## src/ccdf_map.vh

```
`ifndef CCDF_MAP_VH
`define CCDF_MAP_VH
`define CCDF_ADDR_CTRL1     4'h0
`define CCDF_ADDR_PGA       4'h1
`define CCDF_ADDR_DAC1      4'h2
`define CCDF_ADDR_DAC2      4'h3
`define CCDF_ADDR_SDELAY    4'h4
`define CCDF_ADDR_BLACK     4'h5
`define CCDF_ADDR_CFG2      4'h6
`define CCDF_REG_RESET      10'h000
`define CCDF_C1_GLOBAL_STANDBY_BIT    9
`define CCDF_C1_AUX_DAC2_POWERDOWN_BIT    8
`define CCDF_C1_AUX_DAC1_POWERDOWN_BIT    7
`define CCDF_C1_SUST_BIT    6
`define CCDF_C1_SWRST_BIT   0
`define CCDF_C2_DLY_HI      9
`define CCDF_C2_DLY_LO      6
`define CCDF_C2_GND_BIT     2
`define CCDF_C2_MODE_BIT    1
`define CCDF_BK_EN_BIT      4
`define CCDF_FRAME_BITS     5'h10
`define CCDF_PIPE_DEPTH     5
`define CCDF_GAIN_CCD_MAX   10'h2FF
`define CCDF_GAIN_VID_BASE  10'h100
`define CCDF_VIDEO_OFFSET   10'h03C
`define CCDF_BLACK_BASE     10'h014
`define CCDF_DELAY_STEP_PS  500
`define CCDF_SETTLE_PIX     1000
`endif

```

## src/ccdf_skid.v

```verilog
`timescale 1ns/100ps
// Two-entry buffer, full throughput, registered data
module ccdf_skid (
  clk,
  rst,
  ce,
  in_data,
  in_valid,
  in_ready,
  out_data,
  out_valid,
  out_ready
);
  input  wire       clk;
  input  wire       rst;
  input  wire       ce;
  input  wire [9:0] in_data;
  input  wire       in_valid;
  output wire       in_ready;
  output wire [9:0] out_data;
  output wire       out_valid;
  input  wire       out_ready;

  reg [9:0] mem_q [0:1];
  reg       wp_q;
  reg       rp_q;
  reg [1:0] cnt_q;
  wire      push;
  wire      pop;

  assign in_ready  = (cnt_q != 2'h2);
  assign out_valid = (cnt_q != 2'h0);
  assign out_data  = mem_q[rp_q];
  assign push      = in_valid & in_ready;
  assign pop       = out_valid & out_ready;

  always @(posedge clk) begin
    if (rst) begin
      wp_q     <= 1'b0;
      rp_q     <= 1'b0;
      cnt_q    <= 2'h0;
      mem_q[0] <= 10'h000;
      mem_q[1] <= 10'h000;
    end else if (ce) begin
      if (push) begin
        mem_q[wp_q] <= in_data;
        wp_q        <= ~wp_q;
      end
      if (pop)
        rp_q <= ~rp_q;
      if (push & ~pop)
        cnt_q <= cnt_q + 2'h1;
      else if (pop & ~push)
        cnt_q <= cnt_q - 2'h1;
    end
  end
endmodule // ccdf_skid

```

## src/ccdf_frontend.v

```verilog
`timescale 1ns/100ps
`include "ccdf_map.vh"
module ccdf_frontend (
  clk,
  rst,
  ce,
  serial_clk,
  serial_config_data,
  serial_sel_n,
  hw_standby_n,
  black_cal_window_n,
  blanking_pulse,
  conv_data,
  conv_valid,
  conv_ready,
  out_enable_n,
  out_ready,
  out_data,
  out_data_oe,
  out_valid,
  conv_clock_delay_sel,
  video_input_ground_short,
  input_channel_select,
  pga_gain_code,
  pga_gain_step,
  sample_delay_code,
  black_target_enable,
  black_target_level,
  black_target_code,
  black_cal_active,
  black_settled,
  aux_dac1_code,
  aux_dac2_code,
  aux_dac1_active,
  aux_dac2_active,
  global_standby
);
  input  wire       clk;
  input  wire       rst;
  input  wire       ce;
  input  wire       serial_clk;
  input  wire       serial_config_data;
  input  wire       serial_sel_n;
  input  wire       hw_standby_n;
  input  wire       black_cal_window_n;
  input  wire       blanking_pulse;
  input  wire [9:0] conv_data;
  input  wire       conv_valid;
  output wire       conv_ready;
  input  wire       out_enable_n;
  input  wire       out_ready;
  output wire [9:0] out_data;
  output wire       out_data_oe;
  output wire       out_valid;
  output wire [3:0] conv_clock_delay_sel;
  output wire       video_input_ground_short;
  output wire       input_channel_select;
  output reg  [9:0] pga_gain_code;
  output reg  [9:0] pga_gain_step;
  output wire [7:0] sample_delay_code;
  output wire       black_target_enable;
  output wire [3:0] black_target_level;
  output reg  [9:0] black_target_code;
  output wire       black_cal_active;
  output wire       black_settled;
  output wire [7:0] aux_dac1_code;
  output wire [7:0] aux_dac2_code;
  output wire       aux_dac1_active;
  output wire       aux_dac2_active;
  output wire       global_standby;

  ////////////////////////////////////////////////////////////////////
  // Pin synchronisers, two flops each
  reg [5:0] sync1_q;
  reg [5:0] sync2_q;
  wire      s_sck;
  wire      s_sdi;
  wire      s_sel_n;
  wire      s_global_standby_n;
  wire      s_win_n;
  wire      s_blank;

  always @(posedge clk) begin
    if (rst) begin
      // Idle levels: no false clock edge, window and standby off
      sync1_q <= 6'h0E;
      sync2_q <= 6'h0E;
    end else if (ce) begin
      sync1_q <= {serial_clk, serial_config_data, serial_sel_n, hw_standby_n,
                  black_cal_window_n, blanking_pulse};
      sync2_q <= sync1_q;
    end
  end
  assign s_sck    = sync2_q[5];
  assign s_sdi    = sync2_q[4];
  assign s_sel_n  = sync2_q[3];
  assign s_global_standby_n = sync2_q[2];
  assign s_win_n  = sync2_q[1];
  assign s_blank  = sync2_q[0];

  ////////////////////////////////////////////////////////////////////
  // Serial write shifter
  reg        sck_d1_q;
  reg [15:0] shift_q;
  reg [4:0]  bits_q;
  wire       sck_rise;
  wire       frame_done;

  assign sck_rise   = s_sck & ~sck_d1_q;
  assign frame_done = ~s_sel_n & sck_rise & (bits_q == `CCDF_FRAME_BITS - 5'h01);

  always @(posedge clk) begin
    if (rst) begin
      sck_d1_q <= 1'b0;
      shift_q  <= 16'h0000;
      bits_q   <= 5'h00;
    end else if (ce) begin
      sck_d1_q <= s_sck;
      if (s_sel_n) begin
        bits_q <= 5'h00;
      end else if (sck_rise && bits_q != `CCDF_FRAME_BITS) begin
        shift_q <= {shift_q[14:0], s_sdi};
        bits_q  <= bits_q + 5'h01;
      end
    end
  end

  wire [15:0] frame_word;
  wire [3:0]  wr_addr;
  wire [9:0]  wr_data;
  wire        wr_ok;
  assign frame_word = {shift_q[14:0], s_sdi};
  assign wr_addr    = frame_word[13:10];
  assign wr_data    = frame_word[9:0];
  assign wr_ok      = frame_done & (frame_word[15:14] == 2'b00);

  ////////////////////////////////////////////////////////////////////
  // Register file
  reg [9:0] ctrl1_q;
  reg [9:0] pga_q;
  reg [9:0] dac1_q;
  reg [9:0] dac2_q;
  reg [9:0] sdelay_q;
  reg [9:0] black_q;
  reg [9:0] cfg2_q;
  wire      sw_reset;

  assign sw_reset = wr_ok & (wr_addr == `CCDF_ADDR_CTRL1) & wr_data[`CCDF_C1_SWRST_BIT];

  always @(posedge clk) begin
    if (rst || (ce && sw_reset)) begin
      ctrl1_q  <= `CCDF_REG_RESET;
      pga_q    <= `CCDF_REG_RESET;
      dac1_q   <= `CCDF_REG_RESET;
      dac2_q   <= `CCDF_REG_RESET;
      sdelay_q <= `CCDF_REG_RESET;
      black_q  <= `CCDF_REG_RESET;
      cfg2_q   <= `CCDF_REG_RESET;
    end else if (ce && wr_ok) begin
      case (wr_addr)
        `CCDF_ADDR_CTRL1:  ctrl1_q  <= wr_data;
        `CCDF_ADDR_PGA:    pga_q    <= wr_data;
        `CCDF_ADDR_DAC1:   dac1_q   <= wr_data;
        `CCDF_ADDR_DAC2:   dac2_q   <= wr_data;
        `CCDF_ADDR_SDELAY: sdelay_q <= wr_data;
        `CCDF_ADDR_BLACK:  black_q  <= wr_data;
        `CCDF_ADDR_CFG2:   cfg2_q   <= wr_data;
        default: ;
      endcase
    end
  end

  assign conv_clock_delay_sel     = cfg2_q[`CCDF_C2_DLY_HI:`CCDF_C2_DLY_LO];
  assign video_input_ground_short = cfg2_q[`CCDF_C2_GND_BIT];
  assign input_channel_select     = cfg2_q[`CCDF_C2_MODE_BIT];
  assign sample_delay_code        = sdelay_q[7:0];
  assign black_target_enable      = black_q[`CCDF_BK_EN_BIT];
  assign black_target_level       = black_q[3:0];
  assign aux_dac1_code            = dac1_q[7:0];
  assign aux_dac2_code            = dac2_q[7:0];

  ////////////////////////////////////////////////////////////////////
  // Power state
  assign global_standby  = ~s_global_standby_n | ctrl1_q[`CCDF_C1_GLOBAL_STANDBY_BIT];
  assign aux_dac1_active = ~ctrl1_q[`CCDF_C1_AUX_DAC1_POWERDOWN_BIT] &
                           (~global_standby | ctrl1_q[`CCDF_C1_SUST_BIT]);
  assign aux_dac2_active = ~ctrl1_q[`CCDF_C1_AUX_DAC2_POWERDOWN_BIT] &
                           (~global_standby | ctrl1_q[`CCDF_C1_SUST_BIT]);

  ////////////////////////////////////////////////////////////////////
  // Gain step mapping and black target
  always @(posedge clk) begin
    if (rst) begin
      pga_gain_code     <= 10'h000;
      pga_gain_step     <= 10'h000;
      black_target_code <= 10'h000;
    end else if (ce) begin
      pga_gain_code <= pga_q;
      if (!input_channel_select)
        pga_gain_step <= (pga_q > `CCDF_GAIN_CCD_MAX) ? `CCDF_GAIN_CCD_MAX : pga_q;
      else if (pga_q < `CCDF_GAIN_VID_BASE)
        pga_gain_step <= 10'h000;
      else
        pga_gain_step <= pga_q - `CCDF_GAIN_VID_BASE;
      black_target_code <= black_target_enable ?
                           (`CCDF_BLACK_BASE + {6'h00, black_target_level}) : 10'h000;
    end
  end

  ////////////////////////////////////////////////////////////////////
  // Black calibration window and settle count
  reg [9:0] settle_q;
  assign black_cal_active = ~s_win_n & ~global_standby;
  assign black_settled    = (settle_q == `CCDF_SETTLE_PIX - 1);

  always @(posedge clk) begin
    if (rst || (ce && sw_reset)) begin
      settle_q <= 10'h000;
    end else if (ce && black_cal_active && conv_valid && !black_settled) begin
      settle_q <= settle_q + 10'h001;
    end
  end

  ////////////////////////////////////////////////////////////////////
  // Five-stage output pipeline
  wire [9:0]                  pipe_w [0:`CCDF_PIPE_DEPTH-1];
  wire [`CCDF_PIPE_DEPTH-1:0] pv_w;
  wire      adv;
  wire      sk_in_ready;
  reg [9:0] stage0;
  reg [10:0] sum;

  assign adv        = ~pv_w[`CCDF_PIPE_DEPTH-1] | sk_in_ready;
  assign conv_ready = adv;

  always @* begin
    sum = {1'b0, conv_data};
    if (input_channel_select)
      sum = {1'b0, conv_data} + {1'b0, `CCDF_VIDEO_OFFSET};
    stage0 = sum[10] ? 10'h3FF : sum[9:0];
    if (s_blank)
      stage0 = 10'h000;
  end

  // Whole pipe stalls together, so no stage overwrites a held word
  genvar g;
  generate
    for (g = 0; g < `CCDF_PIPE_DEPTH; g = g + 1) begin : g_pipe
      reg  [9:0] data_q;
      reg        vld_q;
      wire [9:0] src_data;
      wire       src_vld;
      // Head takes the new sample, the rest the stage before
      if (g == 0) begin : g_head
        assign src_data = stage0;
        assign src_vld  = conv_valid;
      end else begin : g_tail
        assign src_data = pipe_w[g-1];
        assign src_vld  = pv_w[g-1];
      end
      always @(posedge clk) begin
        if (rst) begin
          data_q <= 10'h000;
          vld_q  <= 1'b0;
        end else if (ce && adv) begin
          data_q <= src_data;
          vld_q  <= src_vld;
        end
      end
      assign pipe_w[g] = data_q;
      assign pv_w[g]   = vld_q;
    end
  endgenerate

  wire [9:0] sk_data;
  ccdf_skid u_skid (
    .clk       (clk),
    .rst       (rst),
    .ce        (ce),
    .in_data   (pipe_w[`CCDF_PIPE_DEPTH-1]),
    .in_valid  (pv_w[`CCDF_PIPE_DEPTH-1]),
    .in_ready  (sk_in_ready),
    .out_data  (sk_data),
    .out_valid (out_valid),
    .out_ready (out_ready)
  );

  ////////////////////////////////////////////////////////////////////
  // Output tri-state control, sampled pin
  reg oe_n_s1_q;
  reg oe_n_s2_q;
  always @(posedge clk) begin
    if (rst) begin
      oe_n_s1_q <= 1'b1;
      oe_n_s2_q <= 1'b1;
    end else if (ce) begin
      oe_n_s1_q <= out_enable_n;
      oe_n_s2_q <= oe_n_s1_q;
    end
  end
  assign out_data    = sk_data;
  assign out_data_oe = ~oe_n_s2_q;
endmodule // ccdf_frontend

```

## config.mk

```make
export PLATFORM = sky130hd
export DESIGN_NAME = ccdf_frontend
export DESIGN_NICKNAME = d
export VERILOG_FILES = /design/src/ccdf_skid.v /design/src/ccdf_frontend.v
export VERILOG_INCLUDE_DIRS = /design/src
export SDC_FILE = /design/constraint.sdc
export NUM_CORES = 1
export LEC_CHECK = 0
export ABC_AREA = 1
export BUFFER_PORTS_ARGS = -buffer_cell sky130_fd_sc_hd__buf_2
export CORE_UTILIZATION = 45
export DETAILED_ROUTE_END_ITERATION = 16
export GPL_TIMING_DRIVEN = 0
export PLACE_DENSITY = 0.74
export SYNTH_ARGS = -nofsm -noshare
export SYNTH_HDL_FRONTEND = slang
export SYNTH_SLANG_ARGS = --single-unit
export TNS_END_PERCENT = 30
```

## constraint.sdc

```tcl
create_clock -name clk -period 2.7 [get_ports clk]
set_clock_uncertainty 0.2 [all_clocks]
set_input_delay 0.135 -clock clk [delete_from_list [all_inputs] [get_ports clk]]
set_output_delay 0.135 -clock clk [all_outputs]
set_load 0.01 [all_outputs]
```

; Word level (Yosys, flattened, before mapping)
; Memories as Yosys holds them, arrays and structs flattened. A register that Yosys moved wholly into a read port is not among the register bits.
; Cells that the tools add are included.
[classes]
addsub = 7
reduce_logical = 27
bitwise_logic = 29
n_eq_ne = 10
n_div = 0
n_mul = 0
n_lt_le_gt_ge = 2
muxes = 22
shifts = 0
[op_table]
columns = cell, n
row1 = $mux 10, 6
row2 = $reduce_and 2->1, 11
row3 = $and 1x1->1, 13
row4 = $not 1->1, 13
row5 = $eq 4x3->1 const B, 3
row6 = $add 10x6->11 const B, 1
row7 = $mux 11, 1
row8 = $add 10x1->10 const B, 1
row9 = $eq 10x10->1 const B, 1
row10 = $gt 10x10->1 const B, 1
row11 = $lt 10x9->1 const B, 1
row12 = $mux 1, 10
row13 = $mux 5, 2
row14 = $reduce_or 10->1, 1
row15 = $sub 10x9->10 const B, 1
row16 = $eq 4x2->1 const B, 2
row17 = $logic_and 1x1->1, 7
row18 = $add 5x4->6 const A, 1
row19 = $mux 6, 1
row20 = $reduce_bool 2->1, 3
row21 = $add 5x1->5 const B, 1
row22 = $eq 5x4->1 const B, 1
row23 = $ne 5x5->1 const B, 1
row24 = $eq 4x1->1 const B, 1
row25 = other kinds (10), 13
[totals]
rom_bits = 0
wordCells = 129
memories = 1
latchBits = 0
ram_bits = 20
ff_bits = 193
in_bits = 22
out_inout_bits = 83
[mem_list]
columns = memory, depth, width, rd, rd_ports_with_merged_regs, wr, line_no
row1 = u_skid.mem_q, 2, 10, 1, 1, 2, ccdf_skid.v:24  ; reg [9:0] mem_q [0:1];

; Longest topological paths before layout
; Gate-level depths: netlist (run 1).
[depth]
word_depth = 9
mapped_depth = 11
ltp_nobuf = 10

; By module
; A second synthesis (run 1) with hierarchy kept.
[unflattened]
cells_unflattened = 1022
area_unflattened_um2 = 8140.3
[modules_own_cells]
columns = module, area_per_inst_um2, seq_area_each_um2, cells_each, instances
row1 = ccdf_frontend, 6975.4, 3503.4, 918, 1
row2 = ccdf_skid, 1164.9, 700.7, 104, 1

; Worst setup path before layout (run 1)
; Ideal clock, no wire load.
[synth_path]
path_type = register to register
start = register bits_q[1]
end = register pga_q[0]
arrival_ns = 1.565
stages_incl_launch_ff = 12
n_path_buf = 2
synth_period_minus_slack_ns = 1.882
setup_slack_ns = 0.818
setup_time_ns = 0.116
required_ns = 2.384
path_cell_list = dfxtp_1 ha_1 nand2_1 nor2_1 ha_1 nor3b_1 and2_1 nand3_1 nand2_2 buf_6 buf_6 a21oi_1
[synth_via]
elab_chain_cells = 7
elab_cells_between_ends = 9
cone_classes = eq/ne: 1 / bitwise: 4 / reduce/logical: 4
[synth_lines]
columns = element, line_no
row1 = "start, declared", ccdf_frontend.v:105  ; reg [4:0] bits_q;
row2 = "start signal, assigned", ccdf_frontend.v:123  ; bits_q <= bits_q + 5'h01;
row3 = $eq 5x4->1 *, ccdf_frontend.v:110  ; assign frame_done = ~s_sel_n & sck_rise & (bits_q == `CCDF_FRAME_BITS - 5'h01);
row4 = $and 1x1->1 *, ccdf_frontend.v:110
row5 = $and 1x1->1 *, ccdf_frontend.v:135  ; assign wr_ok = frame_done & (frame_word[15:14] == 2'b00);
row6 = $and 1x1->1 (2 in a row), ccdf_frontend.v:148  ; assign sw_reset = wr_ok & (wr_addr == `CCDF_ADDR_CTRL1) & wr_data[`CCDF_C1_SWRST_BIT];
row7 = $logic_and 1x1->1, ccdf_frontend.v:151  ; if (rst || (ce && sw_reset)) begin
row8 = $logic_or 1x1->1, ccdf_frontend.v:151
row9 = "end signal, assigned", ccdf_frontend.v:153  ; pga_q <= `CCDF_REG_RESET;
row10 = "end signal, assigned", ccdf_frontend.v:162  ; `CCDF_ADDR_PGA: pga_q <= wr_data;
row11 = "end, declared", ccdf_frontend.v:140  ; reg [9:0] pga_q;
; Mark *: on every way between the ends. The rest lies on a longest branch, timed or not.
; A chain may end at the register's enable or synchronous reset.

==> flow_summary.json, run 1 <==
{
  "final.fill_count": 1592,
  "antenna_cells": 0,
  "synth-seq-area-share_pct": 52.6,
  "wl_met2_um": 9050,
  "grt_max_degree": 23,
  "seqPwrFrac_pct": 51.0,
  "die_x_um": 135,
  "cts.clk_slew.worst_paths_ns": 0.08,
  "criticalPathCategory": "primary input to flop",
  "fin_setup_tns_ns": 0,
  "fp.dieArea_mm2": 0.0183,
  "rows": 48,
  "grt-ovfl-total": 0,
  "slew_violations": 0,
  "crit_buf_inv": 5,
  "grtUsageTotal_pct": 21.4,
  "drtIter0Drc": 420,
  "final_common_cell": "nand2_1",
  "grt_pass1_vias": 6432,
  "postRouteAntennaNets": 0,
  "setup.worst_path.end_class": "flop",
  "antenna_found_initial": 0,
  "gp_congestion": 0.834,
  "num-nets-final": 1186,
  "synthXorXnorAreaFrac_pct": 0.657,
  "cts_max_path_buffers": 2,
  "setup_viol": 0,
  "cap_violations": 0,
  "wl_met3_um": 1300,
  "drive_above_1_share_pct": 16.1,
  "drc": 0,
  "cts_tree": "built",
  "max-vdd-ir-drop_mv": 0.478,
  "yosys-top-cells-area": "dfxtp_1 (45%), nand2_1 (8.9%), nor2_1 (7.7%), edfxtp_1 (7.5%), a21oi_1 (7.1%)",
  "yosysWarnings": 0,
  "syn-cell-area_mm2": 0.00800,
  "cp_max_fo": 10,
  "ys_types": 34,
  "power_density_mw_per_mm2": 636,
  "root_buffer": "clkbuf_16",
  "p_comb_share_pct": 7.1,
  "internal_power_w": 0.00453,
  "dp_hpwl_um": 13700,
  "core-area_mm2": 0.0173,
  "hold_ws_ns": 0.259,
  "yosys.area_share.simple_pct": 23.8,
  "path_cells": "dlygate4sd3_1 -> buf_2 -> clkinv_1 -> buf_4 -> nand2_1 -> buf_4 -> nand2_1",
  "synth_top_family_by_area": "simple AND/OR/NAND/NOR gates",
  "drt-vias-per-instance": 5.05,
  "vias": 7048,
  "met1_length_um": 8700,
  "synth.area.mux_share_pct": 1.41,
  "syn2layout_area_growth_pct": 20.7,
  "netlist.area_leader.share_pct": 45.1,
  "top_layer": "met4",
  "synth_compound_area_share_pct": 13.4,
  "total_leakage_power_nw": 4.01,
  "grt_pass1_wl_um": 30900,
  "worstMarginPinSlew_ns": 0.579,
  "start_util_pct": 46.2,
  "required_ns": 2.60,
  "numPortBuffers": 99,
  "switching_share_pct": 26.3,
  "cts.htree.levels": 4,
  "wl_um": 19300,
  "p_sw_w": 0.00162,
  "p_clk_share_pct": 41.8,
  "fmax_mhz": 433,
  "synthAdderAreaFrac_pct": 1.10,
  "ios": 105,
  "drtPass1Iterations": 5,
  "finalHoldViolations": 0,
  "status": "finished, final reports clean",
  "cts_buffers": 17,
  "yosysTopAreaCell": "dfxtp_1",
  "r2r_slack_ns": 0.42,
  "cts.sinks": 200,
  "die_h_um": 135,
  "dpl_cell_area_mm2": 0.00878,
  "crit_family": "buffers and inverters",
  "period_needed_ns": 2.31,
  "netlist_instances": 1011,
  "critPathSlowestCell": "dlygate4sd3_1",
  "post_drt_wl_per_cell_um": 13.8,
  "hp-class": "flop to flop",
  "most-common-layout-cells": "nand2_1 (189), dfxtp_1 (180), nor2_1 (165), buf_2 (116), a21oi_1 (114)",
  "clkLatencyLatePin_ns": 0.44,
  "synth_seq_cells": 200,
  "regArea_mm2": 0.00420,
  "cp.arrival_ns": 2.21,
  "slew_headroom_pct": 61.2,
  "rsz0062_at_grt": "false",
  "max_stage_delay_ns": 0.53,
  "multiInputGateArea_mm2": 0.00325,
  "critPathLaunchType": "primary input",
  "min_period_over_period_pct": 85.5,
  "final_cell_area_mm2": 0.00965,
  "avgSynthCellArea_um2": 7.91
}
final cells by class:
cell class	count	area share, %
flip-flops and latches	200	43.5
well taps	225	2.92
inverters	60	2.33
plain buffers	60	3.41
repair buffers	124	7.72
clock buffers	17	4.41
multi-input cells	694	33.7
clock inverters	15	2.01
metal layers:
metal  GRT usage [%]  up-vias
li1                -     3603
met1            27.9     3241
met2            35.0      184
met3            5.35       20
met4            5.99        0
met5               0        -
worst min-delay path, stage by stage (launching register included):
cell     delay [ns]
dfxtp_1        0.30
inv_1          0.06
a21oi_1        0.05
sequential cells by signal, summed over array words and instances (netlist names), 5 cells and up, named ones only:
| name | count |
|---|---|
| cfg2_q | 6 |
| dac1_q | 8 |
| u_skid.mem_q | 20 |
| black_q | 5 |
| g_pipe.vld_q | 5 |
| dac2_q | 8 |
| pga_gain_step | 10 |
| sdelay_q | 8 |
| bits_q | 5 |
| pga_gain_code | 10 |
| settle_q | 10 |
| sync2_q | 6 |
| g_pipe.data_q | 50 |
| sync1_q | 6 |
| black_target_code | 6 |
| pga_q | 10 |
| shift_q | 15 |
cells by family after synthesis:
kind of cell | count (synthesis)
xor gates and xnor gates | 6
muxes | 10
AOI/OAI and AO/OA | 211
and+or+nand+nor | 456
other | 1
adders and majority gates | 7
buffers and inverters | 120
DFF | 200
repair_timing:
| item | in CTS | in global routing |
|---|---|---|
| resized for setup | 0 | 0 |
| setup buffers | 0 | 0 |
| hold endpoints to repair | 26 | 0 |
| hold buffers | 25 | 0 |
metrics by stage:
stage	util [%]	power (W)	setup slack [ns]	std cells
6_report	55.8	0.00614	0.390	1395
5_1_grt	55.8	0.00636	0.258	1395
4_1_cts	55.8	0.00617	0.360	1395
3_5_place_dp	50.8	0.00361	0.447	1338
3_3_place_gp	50.8	0.00360	0.470	1338
2_1_floorplan	-	0.00347	0.818	1014
worst paths after layout:
kind                         endpoint                 from  cells after the start
hold / removal    g_pipe[1].data_q[9]  g_pipe[0].data_q[9]                      2
setup reg to reg             pga_q[8]            bits_q[1]                     10
hold reg to reg   g_pipe[1].data_q[9]  g_pipe[0].data_q[9]                      2
setup / recovery   u_skid.mem_q[0][7]                  rst                      7
cells in the mapped netlist:
master       n
buf_2       17
o21ai_0     91
or2_2        1
edfxtp_1    20
dfxtp_1    180
nand2_1    189
o21bai_1     1
nor2_2       3
and2_1       1
a2bb2oi_1    1
buf_4        8
nand3_1     76
a21oi_1    114
mux2_2      10
nand2_2      3
clkinv_1     2
nand4_2      1
ha_1         7
inv_2        2
nand3b_1     4
nor3b_1      1
inv_1       56
o21a_1       2
nor2_4       2
clkbuf_1    28
nand2_4      1
nor3_2       2
nand4_1      7
nor2_1     165
xor2_1       6
conb_1       1
buf_6        7
o2111a_1     1
a31oi_1      1
power by group through the flow:
stage	Sequential, W	Clock, W	Combinational [W]
3_5_place_dp	0.00320	0	0.000406
6_report	0.00314	0.00257	0.000437
2_1_floorplan	0.00320	0	0.000278
4_1_cts	0.00314	0.00260	0.000437
3_3_place_gp	0.00320	0	0.000399
5_1_grt	0.00315	0.00272	0.000493
Note: power is estimated with default switching activity, not from simulation.
==> inputs of run 2 (changes only) <==
- PLACE_DENSITY: 0.74 -> not set
==> flow_summary.json, run 2 (synthesis results as in run 1) <==
{
  "core-area_mm2": 0.0173,
  "drtPass1Iterations": 5,
  "cap_violations": 0,
  "seqPwrFrac_pct": 50.1,
  "drive_above_1_share_pct": 16.1,
  "cp.arrival_ns": 2.22,
  "grt_use_met2_pct": 31.8,
  "power_density_mw_per_mm2": 647,
  "max_stage_delay_ns": 0.51,
  "ios": 105,
  "grt_pass1_vias": 6028,
  "clkLatencyLatePin_ns": 0.43,
  "cts.sinks": 200,
  "r2r_start": "bits_q[1]",
  "slew_headroom_pct": 50.8,
  "worstMarginPinSlew_ns": 0.738,
  "required_ns": 2.58,
  "post_cts_resized": 0,
  "critPathSlowestCell": "dlygate4sd3_1",
  "slew_violations": 0,
  "grt_max_degree": 21,
  "syn2layout_area_growth_pct": 20.8,
  "final_cell_area_mm2": 0.00966,
  "gp_congestion": 0.824,
  "dpl_cell_area_mm2": 0.00878,
  "p_sw_w": 0.00157,
  "dp_hpwl_um": 13800,
  "total_leakage_power_nw": 4.02,
  "hold_end": "sdelay_q[2]",
  "grt-ovfl-total": 0,
  "wl_um": 19600,
  "hold_path_startpoint": "sdelay_q[2]",
  "cts_tree": "built",
  "use_met3_pct": 3.85,
  "p_comb_share_pct": 6.9,
  "path_cells": "dlygate4sd3_1 -> buf_2 -> clkinv_1 -> buf_4 -> nand2_1 -> buf_4 -> nand2_1",
  "critPathLaunchType": "primary input",
  "final_common_cell": "nand2_1",
  "finalHoldViolations": 0,
  "post_drt_wl_per_cell_um": 14.0,
  "num-nets-final": 1186,
  "max-vdd-ir-drop_mv": 0.434,
  "cts.htree.levels": 4,
  "use_met1_pct": 33.3,
  "holdBufCountCts": 25,
  "hp-class": "flop to flop",
  "timing.rr.end": "cfg2_q[1]",
  "post_cts.repair.setup_buffers": 0,
  "fin_setup_tns_ns": 0,
  "drt-vias-per-instance": 4.95,
  "criticalPathCategory": "primary input to flop",
  "rr_worst_depth": 10,
  "reg_top3": "g_pipe.data_q (50), u_skid.mem_q (20), shift_q (15)",
  "min_period_over_period_pct": 86.6,
  "cts_max_path_buffers": 2,
  "die_h_um": 135,
  "numPortBuffers": 99,
  "rows": 48,
  "status": "finished, final reports clean",
  "internal_power_w": 0.00469,
  "drtIter0Drc": 355,
  "p_clk_share_pct": 42.9,
  "setup.worst_path.end_class": "flop",
  "cts_buffers": 17,
  "antenna_found_initial": 0,
  "hold_depth": 2,
  "busiest_layer": "met1",
  "drc": 0,
  "grt_pass1_wl_um": 31500,
  "switching_share_pct": 25.1,
  "cp_max_fo": 10,
  "rsz0062_at_grt": "false",
  "period_needed_ns": 2.34,
  "grtUsageTotal_pct": 22.0,
  "fmax_mhz": 428,
  "fp.dieArea_mm2": 0.0183,
  "start_util_pct": 46.2,
  "die_x_um": 135,
  "r2r_slack_ns": 0.42,
  "vias": 6907,
  "setup_viol": 0,
  "antenna_cells": 0,
  "cts.clk_slew.worst_paths_ns": 0.07,
  "most-common-layout-cells": "nand2_1 (189), dfxtp_1 (180), nor2_1 (165), buf_2 (116), a21oi_1 (114)",
  "largest_register_ffs": 50,
  "root_buffer": "clkbuf_16",
  "postRouteAntennaNets": 0,
  "top_register": "g_pipe.data_q"
}
[run 2: routing by layer]
metal / vias to the layer above / wire length (um)
met5: - / 0
met4: 0 / 236
met3: 18 / 1110
met2: 169 / 8280
met1: 3125 / 9930
li1: 3595 / -
[run 2: power by group through the flow]
stage / registers [W] / logic [W] / clock network [W]
2_1_floorplan: 0.00320 / 0.000278 / 0
3_3_place_gp: 0.00320 / 0.000405 / 0
3_5_place_dp: 0.00321 / 0.000408 / 0
4_1_cts: 0.00314 / 0.000437 / 0.00273
5_1_grt: 0.00315 / 0.000495 / 0.00284
6_report: 0.00314 / 0.000435 / 0.00268
[run 2: worst max-delay path by stage]
stage                     depth (start not counted)  slack (ns)       from                 end
after global routing                              9        0.18  bits_q[1]           cfg2_q[1]
after floorplan                                  11        0.82  bits_q[1]            pga_q[0]
after detailed placement                          6        0.41        rst  u_skid.mem_q[0][4]
after global placement                            9        0.41  bits_q[1]           cfg2_q[1]
final                                             7        0.36        rst  u_skid.mem_q[0][1]
after CTS                                         7        0.34        rst  u_skid.mem_q[0][1]
[run 2: stage by stage]
stage,util [%],worst slack (ns),hold WS [ns],std cells,total power (W)
5_1_grt,55.9,0.178,0.274,1395,0.00648
3_3_place_gp,50.8,0.405,0.157,1338,0.00361
6_report,55.9,0.363,0.259,1395,0.00626
2_1_floorplan,-,0.818,0.0613,1014,0.00347
3_5_place_dp,50.8,0.408,0.158,1338,0.00361
4_1_cts,55.9,0.336,0.260,1395,0.00630
[run 2: layout make-up]
class | count | area, um2
buffer | 60 | 329
clock buffer | 17 | 425
clock inverter | 15 | 201
fill | 1706 | 7630
inverter | 60 | 225
multi-input combinational | 694 | 3250
sequential | 200 | 4200
tap | 225 | 282
timing repair buffer | 124 | 746
[run 2: worst max-delay path, delay by kind of cell]
kind	cells	cell delay (ns)
buffers and inverters	5	1.63
and+or+nand+nor	2	0.42
